[src/rtl/cbi_pkg.sv]
// Functional notes
// - Bus cycle spans T1..T4 at minimum
// - Address in T1, data in T3/T4
// - Not ready adds waits between T3, T4
// - Idle states allowed between bus cycles
// - Address latch pulse in every T1 in minimum mode
// - Low, high lines multiplexed; middle held
// - Twenty-bit linear byte address
// - Four segment bases, 16-byte aligned
// - Prefetch always uses code base
// - Stack base for stack, pointer references
// - Extra base for string destination, no override
// - Four-byte prefetch queue, first in first out
// - Fetch a byte whenever queue has room
// - Empty queue passes first byte at once
// - Word operand runs two byte cycles
// - Low byte lower address, high next
// - Start fetching at top vector after reset
// - Lowest region reserved for interrupt pointers
// - Strap selects minimum or maximum mode
// - Maximum mode: status, lock, queue status
// - Fully static state, clock may stop
// - Three status lines encode cycle type
// - Upper status bits report segment used
package cbi_pkg;
	// Widths and sizes
	localparam int BYTE_W      = 8;
	localparam int QUEUE_BYTES = 4;
	// Reset start point
	localparam logic [15:0] RESET_CODE_BASE = 16'hffff;
	localparam logic [15:0] RESET_IP        = 16'h0000;
	// Interrupt pointer table end
	localparam logic [19:0] VEC_TABLE_TOP   = 20'h003ff;
	// Upper lines during port cycles
	localparam logic [3:0]  IO_HIGH         = 4'h0;
	// Fixed upper status bit
	localparam logic        S6_LEVEL        = 1'b0;
	// Queue status codes
	localparam logic [1:0]  QS_NONE  = 2'h0;
	localparam logic [1:0]  QS_FIRST = 2'h1;
	localparam logic [1:0]  QS_EMPTY = 2'h2;
	localparam logic [1:0]  QS_NEXT  = 2'h3;
	// Bus states, one bit changes per step except T3 to T4 and T4 to T1
	typedef enum logic [2:0] {
		ST_IDLE = 3'h0, ST_T1 = 3'h1, ST_T2 = 3'h3,
		ST_T3 = 3'h2, ST_TW = 3'h6, ST_T4 = 3'h4
	} cbi_state_type;
	// Cycle status codes
	typedef enum logic [2:0] {
		CYC_INTA = 3'h0, CYC_IO_RD = 3'h1, CYC_IO_WR = 3'h2,
		CYC_HALT = 3'h3, CYC_FETCH = 3'h4, CYC_MEM_RD = 3'h5,
		CYC_MEM_WR = 3'h6, CYC_PASSIVE = 3'h7
	} cbi_cyc_type;
	// Segment select, also upper status code
	typedef enum logic [1:0] {
		SEG_EXTRA = 2'h0, SEG_STACK = 2'h1, SEG_CODE = 2'h2, SEG_DATA = 2'h3
	} cbi_seg_type;
	// Operand reference kinds
	typedef enum logic [1:0] {
		REF_DATA = 2'h0, REF_STACK = 2'h1, REF_STR_DEST = 2'h2, REF_OVERRIDE = 2'h3
	} cbi_ref_type;

	// Base shifted four plus offset, 20 bits
	function automatic logic [19:0] phys_addr(input logic [15:0] base, input logic [15:0] off);
		phys_addr = {base, 4'h0} + {4'h0, off};
	endfunction

	// Segment picked for an operand
	function automatic cbi_seg_type seg_for(input cbi_ref_type kind, input cbi_seg_type ovr);
		case (kind)
			REF_STACK:    seg_for = SEG_STACK;
			REF_STR_DEST: seg_for = SEG_EXTRA;
			REF_OVERRIDE: seg_for = ovr;
			default:      seg_for = SEG_DATA;
		endcase
	endfunction
endpackage

[src/rtl/cbi_q_if.sv]
`timescale 1ns/1ps
// Link between unit and its byte store
interface cbi_q_if #(
	parameter int DEPTH = 3,
	parameter int WIDTH = 8
);
	logic                       push;        // Store a byte
	logic [WIDTH-1:0]           push_byte;   // Byte to store
	logic                       pop;         // Drop front byte
	logic                       flush;       // Empty the store
	logic [WIDTH-1:0]           front_byte;  // Oldest byte
	logic                       front_valid; // Store not empty
	logic [$clog2(DEPTH+1)-1:0] count;       // Bytes held
	modport store (input push, push_byte, pop, flush, output front_byte, front_valid, count);
	modport user (output push, push_byte, pop, flush, input front_byte, front_valid, count);
endinterface

[src/rtl/cbi_byte_fifo.sv]
`timescale 1ns/1ps
// Byte store behind the queue head
module cbi_byte_fifo
	import cbi_pkg::*;
#(
	parameter int DEPTH = QUEUE_BYTES - 1,
	parameter int WIDTH = BYTE_W
)
(
	// Clock and reset
	input wire logic clock,
	input wire logic rst_b,
	// Unit side
	cbi_q_if.store   q
);
	localparam int PW = (DEPTH > 1) ? $clog2(DEPTH) : 1;
	localparam int CW = $clog2(DEPTH + 1);

	logic [WIDTH-1:0] mem_reg [DEPTH]; // Stored bytes
	logic [PW-1:0]    wr_reg;          // Write pointer
	logic [PW-1:0]    rd_reg;          // Read pointer
	logic [CW-1:0]    cnt_reg;         // Fill level
	logic             do_push;         // Accepted store
	logic             do_pop;          // Accepted drop

	// Pointer step with wrap
	function automatic logic [PW-1:0] bump(input logic [PW-1:0] p);
		bump = (p == PW'(DEPTH - 1)) ? '0 : p + 1'b1;
	endfunction

	assign do_pop        = q.pop && (cnt_reg != '0);
	assign do_push       = q.push && ((cnt_reg != CW'(DEPTH)) || do_pop);
	assign q.front_byte  = mem_reg[rd_reg];
	assign q.front_valid = (cnt_reg != '0);
	assign q.count       = cnt_reg;

	// Byte storage
	always_ff @(posedge clock)
	begin
		if (do_push)
			mem_reg[wr_reg] <= q.push_byte;
	end

	// Pointers and level, flush wins
	always_ff @(posedge clock or negedge rst_b)
	begin
		if (!rst_b)
		begin
			wr_reg  <= '0;
			rd_reg  <= '0;
			cnt_reg <= '0;
		end
		else if (q.flush)
		begin
			wr_reg  <= '0;
			rd_reg  <= '0;
			cnt_reg <= '0;
		end
		else
		begin
			if (do_push)
				wr_reg <= bump(wr_reg);
			if (do_pop)
				rd_reg <= bump(rd_reg);
			cnt_reg <= cnt_reg + CW'(do_push) - CW'(do_pop);
		end
	end
endmodule

[src/rtl/cbi_bus_unit.sv]
`timescale 1ns/1ps
// Bus cycles, prefetch queue, address relocation
module cbi_bus_unit
	import cbi_pkg::*;
#(
	parameter int QUEUE_DEPTH = QUEUE_BYTES // Prefetch bytes
)
(
	// Clock and reset
	input  wire logic        clock,
	input  wire logic        rst_b,
	// Configuration strap, high for minimum mode
	input  wire logic        mode_strap,
	// Operand request from execution unit
	input  wire logic        eu_req,
	input  wire logic        eu_write,
	input  wire logic        eu_word,
	input  wire logic        eu_io,
	input  cbi_ref_type      eu_ref,
	input  cbi_seg_type      eu_override,
	input  wire logic [15:0] eu_offset,
	input  wire logic [15:0] eu_wdata,
	output logic             eu_done_reg,
	output logic [15:0]      eu_rdata_reg,
	// Segment loads and branches
	input  wire logic        seg_load,
	input  cbi_seg_type      seg_load_sel,
	input  wire logic [15:0] seg_load_val,
	input  wire logic        branch,
	input  wire logic [15:0] branch_ip,
	// Instruction byte stream
	input  wire logic        q_take,
	input  wire logic        q_take_first,
	output logic             q_valid_reg,
	output logic [7:0]       q_byte_reg,
	// Processor flags
	input  wire logic        ie_flag,
	input  wire logic        eu_lock,
	// Bus lines
	input  wire logic [7:0]  lad_in,
	output logic [7:0]       lad_out_reg,
	output logic             lad_oe_reg,
	output logic [7:0]       mid_addr_reg,
	output logic [3:0]       high_as_reg,
	input  wire logic        ready,
	// Bus control
	output logic             ale_reg,
	output cbi_cyc_type      cyc_status_reg,
	output logic             rd_b_reg,
	output logic             wr_b_reg,
	output logic             io_m_reg,
	output logic             dt_r_reg,
	output logic             den_b_reg,
	output logic             lock_b_reg,
	output logic [1:0]       qs_reg,
	output logic             vec_region_reg
);
	// Bus sequencer
	cbi_state_type state_reg;    // Current bus state
	cbi_state_type state_next;   // Next bus state
	// Segment bases and fetch pointer
	logic [15:0]   seg_reg [4];  // Four bases
	logic [15:0]   ip_reg;       // Next fetch offset
	// Strap capture
	logic          mode_min_reg; // Minimum mode
	logic          mode_done_reg;// Strap caught
	// Running cycle
	logic [19:0]   cyc_addr_reg; // Byte address
	cbi_cyc_type   cyc_kind_reg; // Cycle type
	cbi_seg_type   cyc_seg_reg;  // Segment used
	logic [7:0]    cyc_data_reg; // Write byte
	logic          cyc_last_reg; // Last byte of operand
	logic          discard_reg;  // Fetch made stale
	logic          op_hi_reg;    // Second byte of word
	logic          first_reg;    // No cycle since reset
	// Selection
	logic [15:0]   op_off;       // Operand byte offset
	logic [19:0]   sel_addr;     // Chosen address
	cbi_cyc_type   sel_kind;     // Chosen type
	cbi_seg_type   sel_seg;      // Chosen segment
	logic [7:0]    sel_data;     // Chosen write byte
	logic [19:0]   addr_d;       // Address for next state
	cbi_cyc_type   kind_d;       // Type for next state
	cbi_seg_type   seg_d;        // Segment for next state
	logic [7:0]    data_d;       // Data for next state
	// Control terms
	logic          in_cycle;     // T1 through waits
	logic          op_busy;      // Operand cycle running
	logic          op_want;      // Operand pending
	logic          inflight;     // Fetch not yet stored
	logic [2:0]    occ;          // Queue bytes claimed
	logic          room;         // Queue has space
	logic          go;           // Start a cycle
	logic          load;         // Entering T1
	logic          xfer;         // Data taken this edge
	logic          push;         // Fetched byte kept
	logic          head_free;    // Head may refill
	logic          wr_d;         // Next cycle writes

	cbi_q_if #(.DEPTH(QUEUE_DEPTH - 1), .WIDTH(BYTE_W)) q ();

	// Remaining queue bytes
	cbi_byte_fifo #(
		.DEPTH (QUEUE_DEPTH - 1),
		.WIDTH (BYTE_W)
	) u_fifo (
		.clock (clock),
		.rst_b (rst_b),
		.q     (q.store)
	);

	// Write cycle test
	function automatic logic is_write(input cbi_cyc_type k);
		is_write = (k == CYC_IO_WR) || (k == CYC_MEM_WR);
	endfunction

	// Cycle bookkeeping terms
	always_comb
	begin
		in_cycle  = state_reg inside {ST_T1, ST_T2, ST_T3, ST_TW};
		op_busy   = in_cycle && (cyc_kind_reg != CYC_FETCH);
		op_want   = eu_req && !eu_done_reg && !op_busy;
		inflight  = in_cycle && (cyc_kind_reg == CYC_FETCH) && !discard_reg;
		occ       = {2'h0, q_valid_reg} + {1'b0, q.count} + {2'h0, inflight};
		room      = occ < 3'(QUEUE_DEPTH);
		go        = mode_done_reg && (op_want || room);
		xfer      = ((state_reg == ST_T3) || (state_reg == ST_TW)) && ready;
		push      = xfer && (cyc_kind_reg == CYC_FETCH) && !discard_reg && !branch;
		head_free = !q_valid_reg || q_take;
	end

	// Next cycle choice, operands first
	always_comb
	begin
		op_off = eu_offset + {15'h0, op_hi_reg};
		if (op_want)
		begin
			sel_seg  = eu_io ? SEG_CODE : seg_for(eu_ref, eu_override);
			if (eu_io)
				sel_kind = eu_write ? CYC_IO_WR : CYC_IO_RD;
			else
				sel_kind = eu_write ? CYC_MEM_WR : CYC_MEM_RD;
			sel_addr = eu_io ? {IO_HIGH, op_off} : phys_addr(seg_reg[sel_seg], op_off);
			sel_data = op_hi_reg ? eu_wdata[15:8] : eu_wdata[7:0];
		end
		else
		begin
			sel_seg  = SEG_CODE;
			sel_kind = CYC_FETCH;
			sel_addr = phys_addr(seg_reg[SEG_CODE], ip_reg);
			sel_data = 8'h00;
		end
	end

	// Bus state sequence
	always_comb
	begin
		case (state_reg)
			ST_IDLE: state_next = go ? ST_T1 : ST_IDLE;
			ST_T1:   state_next = ST_T2;
			ST_T2:   state_next = ST_T3;
			ST_T3:   state_next = ready ? ST_T4 : ST_TW;
			ST_TW:   state_next = ready ? ST_T4 : ST_TW;
			ST_T4:   state_next = go ? ST_T1 : ST_IDLE;
			default: state_next = ST_IDLE;
		endcase
		load   = (state_next == ST_T1);
		addr_d = load ? sel_addr : cyc_addr_reg;
		kind_d = load ? sel_kind : cyc_kind_reg;
		seg_d  = load ? sel_seg : cyc_seg_reg;
		data_d = load ? sel_data : cyc_data_reg;
		wr_d   = is_write(kind_d);
	end

	// State register, static hold between edges
	always_ff @(posedge clock or negedge rst_b)
	begin
		if (!rst_b)
			state_reg <= ST_IDLE;
		else
			state_reg <= state_next;
	end

	// Strap caught once after reset release
	always_ff @(posedge clock or negedge rst_b)
	begin
		if (!rst_b)
		begin
			mode_min_reg  <= 1'b0;
			mode_done_reg <= 1'b0;
		end
		else if (!mode_done_reg)
		begin
			mode_min_reg  <= mode_strap;
			mode_done_reg <= 1'b1;
		end
	end

	// Segment bases, code base set for start vector
	always_ff @(posedge clock or negedge rst_b)
	begin
		if (!rst_b)
		begin
			seg_reg[SEG_EXTRA] <= 16'h0000;
			seg_reg[SEG_STACK] <= 16'h0000;
			seg_reg[SEG_CODE]  <= RESET_CODE_BASE;
			seg_reg[SEG_DATA]  <= 16'h0000;
		end
		else if (seg_load)
			seg_reg[seg_load_sel] <= seg_load_val;
	end

	// Fetch pointer, branch restarts it
	always_ff @(posedge clock or negedge rst_b)
	begin
		if (!rst_b)
			ip_reg <= RESET_IP;
		else if (branch)
			ip_reg <= branch_ip;
		else if (load && !op_want)
			ip_reg <= ip_reg + 16'h0001;
	end

	// Latched cycle description
	always_ff @(posedge clock or negedge rst_b)
	begin
		if (!rst_b)
		begin
			cyc_addr_reg <= 20'h00000;
			cyc_kind_reg <= CYC_PASSIVE;
			cyc_seg_reg  <= SEG_CODE;
			cyc_data_reg <= 8'h00;
			cyc_last_reg <= 1'b0;
			discard_reg  <= 1'b0;
			first_reg    <= 1'b1;
		end
		else if (load)
		begin
			cyc_addr_reg <= sel_addr;
			cyc_kind_reg <= sel_kind;
			cyc_seg_reg  <= sel_seg;
			cyc_data_reg <= sel_data;
			cyc_last_reg <= op_want && (!eu_word || op_hi_reg);
			discard_reg  <= branch && !op_want;
			first_reg    <= 1'b0;
		end
		else if (branch && in_cycle)
			discard_reg <= 1'b1; // Old stream byte
	end

	// Operand completion, two bytes for words
	always_ff @(posedge clock or negedge rst_b)
	begin
		if (!rst_b)
		begin
			op_hi_reg    <= 1'b0;
			eu_done_reg  <= 1'b0;
			eu_rdata_reg <= 16'h0000;
		end
		else
		begin
			eu_done_reg <= xfer && op_busy && cyc_last_reg;
			if (xfer && op_busy)
			begin
				op_hi_reg <= !cyc_last_reg;
				if (!is_write(cyc_kind_reg) && op_hi_reg)
					eu_rdata_reg[15:8] <= lad_in;
				else if (!is_write(cyc_kind_reg))
					eu_rdata_reg[7:0] <= lad_in;
			end
		end
	end

	// Queue store control
	always_comb
	begin
		q.flush     = branch;
		q.pop       = head_free && !branch && q.front_valid;
		q.push      = push && !(head_free && !q.front_valid);
		q.push_byte = lad_in;
	end

	// Queue head, bypass when empty
	always_ff @(posedge clock or negedge rst_b)
	begin
		if (!rst_b)
		begin
			q_valid_reg <= 1'b0;
			q_byte_reg  <= 8'h00;
		end
		else if (branch)
			q_valid_reg <= 1'b0;
		else if (head_free)
		begin
			if (q.front_valid)
				q_byte_reg <= q.front_byte;
			else if (push)
				q_byte_reg <= lad_in;
			q_valid_reg <= q.front_valid || push;
		end
	end

	// Queue status and lock lines
	always_ff @(posedge clock or negedge rst_b)
	begin
		if (!rst_b)
		begin
			qs_reg     <= QS_NONE;
			lock_b_reg <= 1'b1;
		end
		else
		begin
			lock_b_reg <= !(eu_lock && !mode_min_reg);
			if (mode_min_reg)
				qs_reg <= QS_NONE;
			else if (branch)
				qs_reg <= QS_EMPTY;
			else if (q_take && q_valid_reg)
				qs_reg <= q_take_first ? QS_FIRST : QS_NEXT;
			else
				qs_reg <= QS_NONE;
		end
	end

	// Multiplexed lines per state
	always_ff @(posedge clock or negedge rst_b)
	begin
		if (!rst_b)
		begin
			lad_out_reg  <= 8'h00;
			lad_oe_reg   <= 1'b0;
			mid_addr_reg <= 8'h00;
			high_as_reg  <= 4'h0;
		end
		else
		begin
			if (state_next != ST_IDLE)
				mid_addr_reg <= addr_d[15:8];
			case (state_next)
				ST_T1:
				begin
					lad_out_reg <= addr_d[7:0];
					lad_oe_reg  <= 1'b1;
					high_as_reg <= addr_d[19:16];
				end
				ST_T2, ST_T3, ST_TW, ST_T4:
				begin
					lad_out_reg <= data_d;
					lad_oe_reg  <= wr_d;
					high_as_reg <= {S6_LEVEL, ie_flag, seg_d};
				end
				default:
				begin
					lad_oe_reg  <= 1'b0;
					high_as_reg <= 4'h0;
				end
			endcase
		end
	end

	// Strobes and cycle status
	always_ff @(posedge clock or negedge rst_b)
	begin
		if (!rst_b)
		begin
			ale_reg        <= 1'b0;
			cyc_status_reg <= CYC_PASSIVE;
			rd_b_reg       <= 1'b1;
			wr_b_reg       <= 1'b1;
			io_m_reg       <= 1'b0;
			dt_r_reg       <= 1'b0;
			den_b_reg      <= 1'b1;
			vec_region_reg <= 1'b0;
		end
		else
		begin
			ale_reg <= load && mode_min_reg;
			if (state_next inside {ST_T1, ST_T2, ST_T3, ST_TW})
				cyc_status_reg <= kind_d;
			else
				cyc_status_reg <= CYC_PASSIVE;
			if (state_next != ST_IDLE)
			begin
				io_m_reg <= !kind_d[2];
				dt_r_reg <= kind_d[1];
			end
			rd_b_reg  <= !(mode_min_reg && !wr_d && (state_next inside {ST_T2, ST_T3, ST_TW}));
			wr_b_reg  <= !(mode_min_reg && wr_d && (state_next inside {ST_T2, ST_T3, ST_TW}));
			den_b_reg <= !(mode_min_reg && (state_next inside {ST_T2, ST_T3, ST_TW}));
			vec_region_reg <= (state_next != ST_IDLE) && kind_d[2] &&
				(addr_d <= VEC_TABLE_TOP);
		end
	end
endmodule

[config.mk]
export PLATFORM = sky130hd
export DESIGN_NAME = cbi_bus_unit
export DESIGN_NICKNAME = d
export VERILOG_FILES = /design/src/rtl/cbi_pkg.sv /design/src/rtl/cbi_q_if.sv /design/src/rtl/cbi_byte_fifo.sv /design/src/rtl/cbi_bus_unit.sv
export SDC_FILE = /design/constraint.sdc
export NUM_CORES = 1
export LEC_CHECK = 0
export ABC_CLOCK_PERIOD_IN_PS = 6500
export BUFFER_PORTS_ARGS = -buffer_cell sky130_fd_sc_hd__buf_2
export CAP_MARGIN = 20
export CORE_MARGIN = 2
export CORE_UTILIZATION = 50
export DETAILED_ROUTE_END_ITERATION = 8
export HOLD_SLACK_MARGIN = 0.06
export PLACE_DENSITY = 0.77
export RECOVER_POWER = 50
export SYNTH_ARGS = -nofsm -noshare
export SYNTH_HDL_FRONTEND = slang
export SYNTH_HIERARCHICAL = 1
export SYNTH_SLANG_ARGS = --single-unit
[constraint.sdc]
create_clock -name clock -period 6.5 [get_ports clock]
set_clock_uncertainty 0.1 [all_clocks]
set_input_delay 0.65 -clock clock [delete_from_list [all_inputs] [get_ports clock]]
set_output_delay 0.65 -clock clock [all_outputs]
set_load 0.01 [all_outputs]
==> flow_summary.yaml <==
yosys:
  yosys_warnings: 6
  synth_edf_count: 24
  synth-seq-area-share: 0.4950
  yosysUniqueCellTypes: 84
  syn_area_um2: 10570
  synth_top_cell_by_area: "dfrtp_1"
  syn_inst: 930
  synth_ff_type: "dfrtp_1"
  synth_seq_cells: 203
  syn-num-nets: 1054
  ys_async_sr_fraction: 0.8818
  synth_top_area_frac: 0.3598
  postSynthAreaPerCell_um2: 11.37
  synth_area_leaders: "dfrtp_1 36%, mux2_2 8.9%, edfxtp_1 6.8%"
placement:
  dp_hpwl_um: 18580
  port_buffers: 151
  gp_congestion: 0.9253
clock_network:
  clkSlewWorstSetupHoldPaths_ps: 60
  h-tree-depth: 1
  cts_made_buffers: 23
  cts_sinks: 203
  cts_root_buffer: "clkbuf_16"
  cts_resized: 0
  clockBufferDepth: 3
  cts_tree: "built"
  post_cts_buffers: 0
  postCtsHoldBufs: 0
  clock_latency_ps: 520
outcome:
  violations: "capacitance limit, slew limit"
  status: "finished with violations"
min_path:
  hold_path_class: "in2async"
final_layout:
  final_core_util: 0.5896
  fin_nets: 1202
  areaGrowthSynthToFinish_pct: 16.49
  largest_reg_flops: 64
  drive_gt1_frac: 0.2795
  diodes: 0
power_and_ir_drop:
  p_int_mw: 3.039
  p_sw_mw: 1.583
  ir_drop_mv: 0.2196
  clkPwrFrac: 0.281
  sw_frac_of_total: 0.3425
  leakagePower_nw: 5.323
  power_frac_comb: 0.319
  seqPwrFrac: 0.400
  power_density_nw_per_um2: 375.3
drt:
  drt_iter0_drc: 323
  wl_um: 25570
  vias: 7757
  viasPerCell: 5.662
  wl_per_cell_um: 18.66
  first_pass_iters: 5
  drcViolationCount: 0
  antenna_left: 0
setup_path:
  path_cells: "ha_1, ha_1, nand4_1, nor3_1, xor2_1, ha_1, a21o_1, a2111oi_0, a21boi_0, nor2_1, nand3_1, xnor2_1, a221o_1, nor4_2"
  max_stage_delay_ps: 700
  cp_slowest_cell: "dfrtp_1"
  critical_path_class: "reg2reg"
  critPathLaunchType: "register"
  required_ps: 6830
  crit_fanout: 13
  end_kind: "register"
  cp_common_cell: "ha_1"
  worstPathArrival_ps: 4940
die:
  die_y_um: 149.4
  fp.dieArea_um2: 22320
  ios: 152
  rows: 53
  die_x_um: 149.4
  initial_core_util: 0.5061
  core_area_um2: 20890
sta:
  rsz0062_at_grt: "false"
  final-setup-viol-count: 0
  tns_ps: 0
  fmax_ghz: 0.2171
  post-route-min-period_ps: 4606
  tightestPinTransition_ps: 1748
  slew_viol_final: 47
  hold_violations: 0
  min_period_over_period: 0.7085
  relSlewSlack: -0.1656
global_routing:
  grt_pass1_vias: 7541
  grt-ovfl-total: 0
  grt_max_degree: 105
  antenna_found_initial: 0
  track_usage: 0.2306
  grt_pass1_wl_um: 40460
job:
  cap_violations: 1
-- kinds of logic after synthesis --
group | Yosys count | share of synthesized area
mux | 134 | 0.1565
flops | 203 | 0.4950
compound gates | 178 | 0.1175
fa+ha+maj | 32 | 0.03929
other cells | 1 | 0.0003547
buf+inv | 62 | 0.02237
simple gates | 272 | 0.1292
xor+xnor | 48 | 0.03976
-- placed cells by master (no fill, tap or decap), types with 8 or more instances in the layout --
master	n
o211ai_1	12
nand2b_1	12
nand3_1	18
mux4_2	14
a21o_1	8
xnor2_1	24
o21ai_0	36
edfxtp_1	24
o31ai_1	12
mux2_2	84
and3_1	8
dfrtp_1	152
nor2b_1	9
buf_2	109
nor3_1	13
ha_1	30
nor2_1	61
xor2_1	24
a211oi_1	8
mux2i_1	34
dfstp_2	26
a21oi_1	33
clkbuf_1	47
o21ai_1	10
clkbuf_16	23
inv_1	26
nand2_1	91
-- final cells by class --
cell class	instances	area, um2
Clock inverter	8	87.58
Sequential cell	203	5234
Timing Repair Buffer	159	763.2
Fill cell	1719	8573
Clock buffer	34	686.9
Tap cell	275	344.1
Inverter	26	97.59
Multi-Input combinational cell	665	5102
-- synthesized netlist by cell type, types with 24 or more instances --
cell type / instances
inv_1: 26
clkbuf_1: 30
mux2_2: 84
nor2_1: 61
mux2i_1: 34
edfxtp_1: 24
ha_1: 30
dfrtp_1: 152
o21ai_0: 36
dfstp_2: 27
nand2_1: 91
xnor2_1: 24
xor2_1: 24
a21oi_1: 33
-- metrics by stage --
stage | cells | instance area (um2) | hold WS, ps | setup WS [ps] | total power, mW
4_1_cts | 1369 | 12370 | 142.8 | 1890 | 4.660
3_5_place_dp | 1327 | 11600 | 351.0 | 1725 | 3.348
5_1_grt | 1370 | 12320 | 154.0 | 1467 | 4.894
3_3_place_gp | 1327 | 11600 | 341.2 | 1808 | 3.310
2_1_floorplan | 930 | 10570 | 254.4 | 2227 | 2.827
6_report | 1370 | 12320 | 100.7 | 1894 | 4.622
-- path summary, 6_finish.rpt --
path | start | endpoint | slack [ps] | cells past startpoint
setup / recovery | op_hi_reg | vec_region_reg | 1890 | 14
hold / removal | rst_b | q_byte_reg[5] | 100 | 1
setup reg to reg | op_hi_reg | vec_region_reg | 1890 | 14
hold reg to reg | discard_reg | discard_reg | 360 | 2
max in group asynchronous | rst_b | ip_reg[1] | 4590 | 2
min in group clock | eu_lock | lock_b_reg | 160 | 2
-- metal layers --
layer,GRT usage,vias to the layer above,wire (um)
li1,-,3696,-
met1,0.3212,3803,11490
met2,0.3787,217,12040
met3,0.03506,41,1339
met4,0.06333,0,689
met5,0,-,0
-- power by group through the flow --
stage / Sequential [mW] / Clock, mW / Combinational, mW
3_5_place_dp: 1.86 / 0 / 1.49
5_1_grt: 1.89 / 1.37 / 1.64
3_3_place_gp: 1.85 / 0 / 1.46
6_report: 1.85 / 1.30 / 1.48
2_1_floorplan: 1.86 / 0 / 0.963
4_1_cts: 1.84 / 1.32 / 1.50
-- worst max-delay path: cells and delay by family (launching register included) --
| family | cells | cell delay, ps |
|---|---|---|
| and+or+nand+nor | 5 | 850 |
| adders and majority gates | 3 | 1030 |
| AOI/OAI and AO/OA | 4 | 1360 |
| DFF | 1 | 700 |
| xor gates and xnor gates | 2 | 460 |
Power figures use the tool's default switching activity.
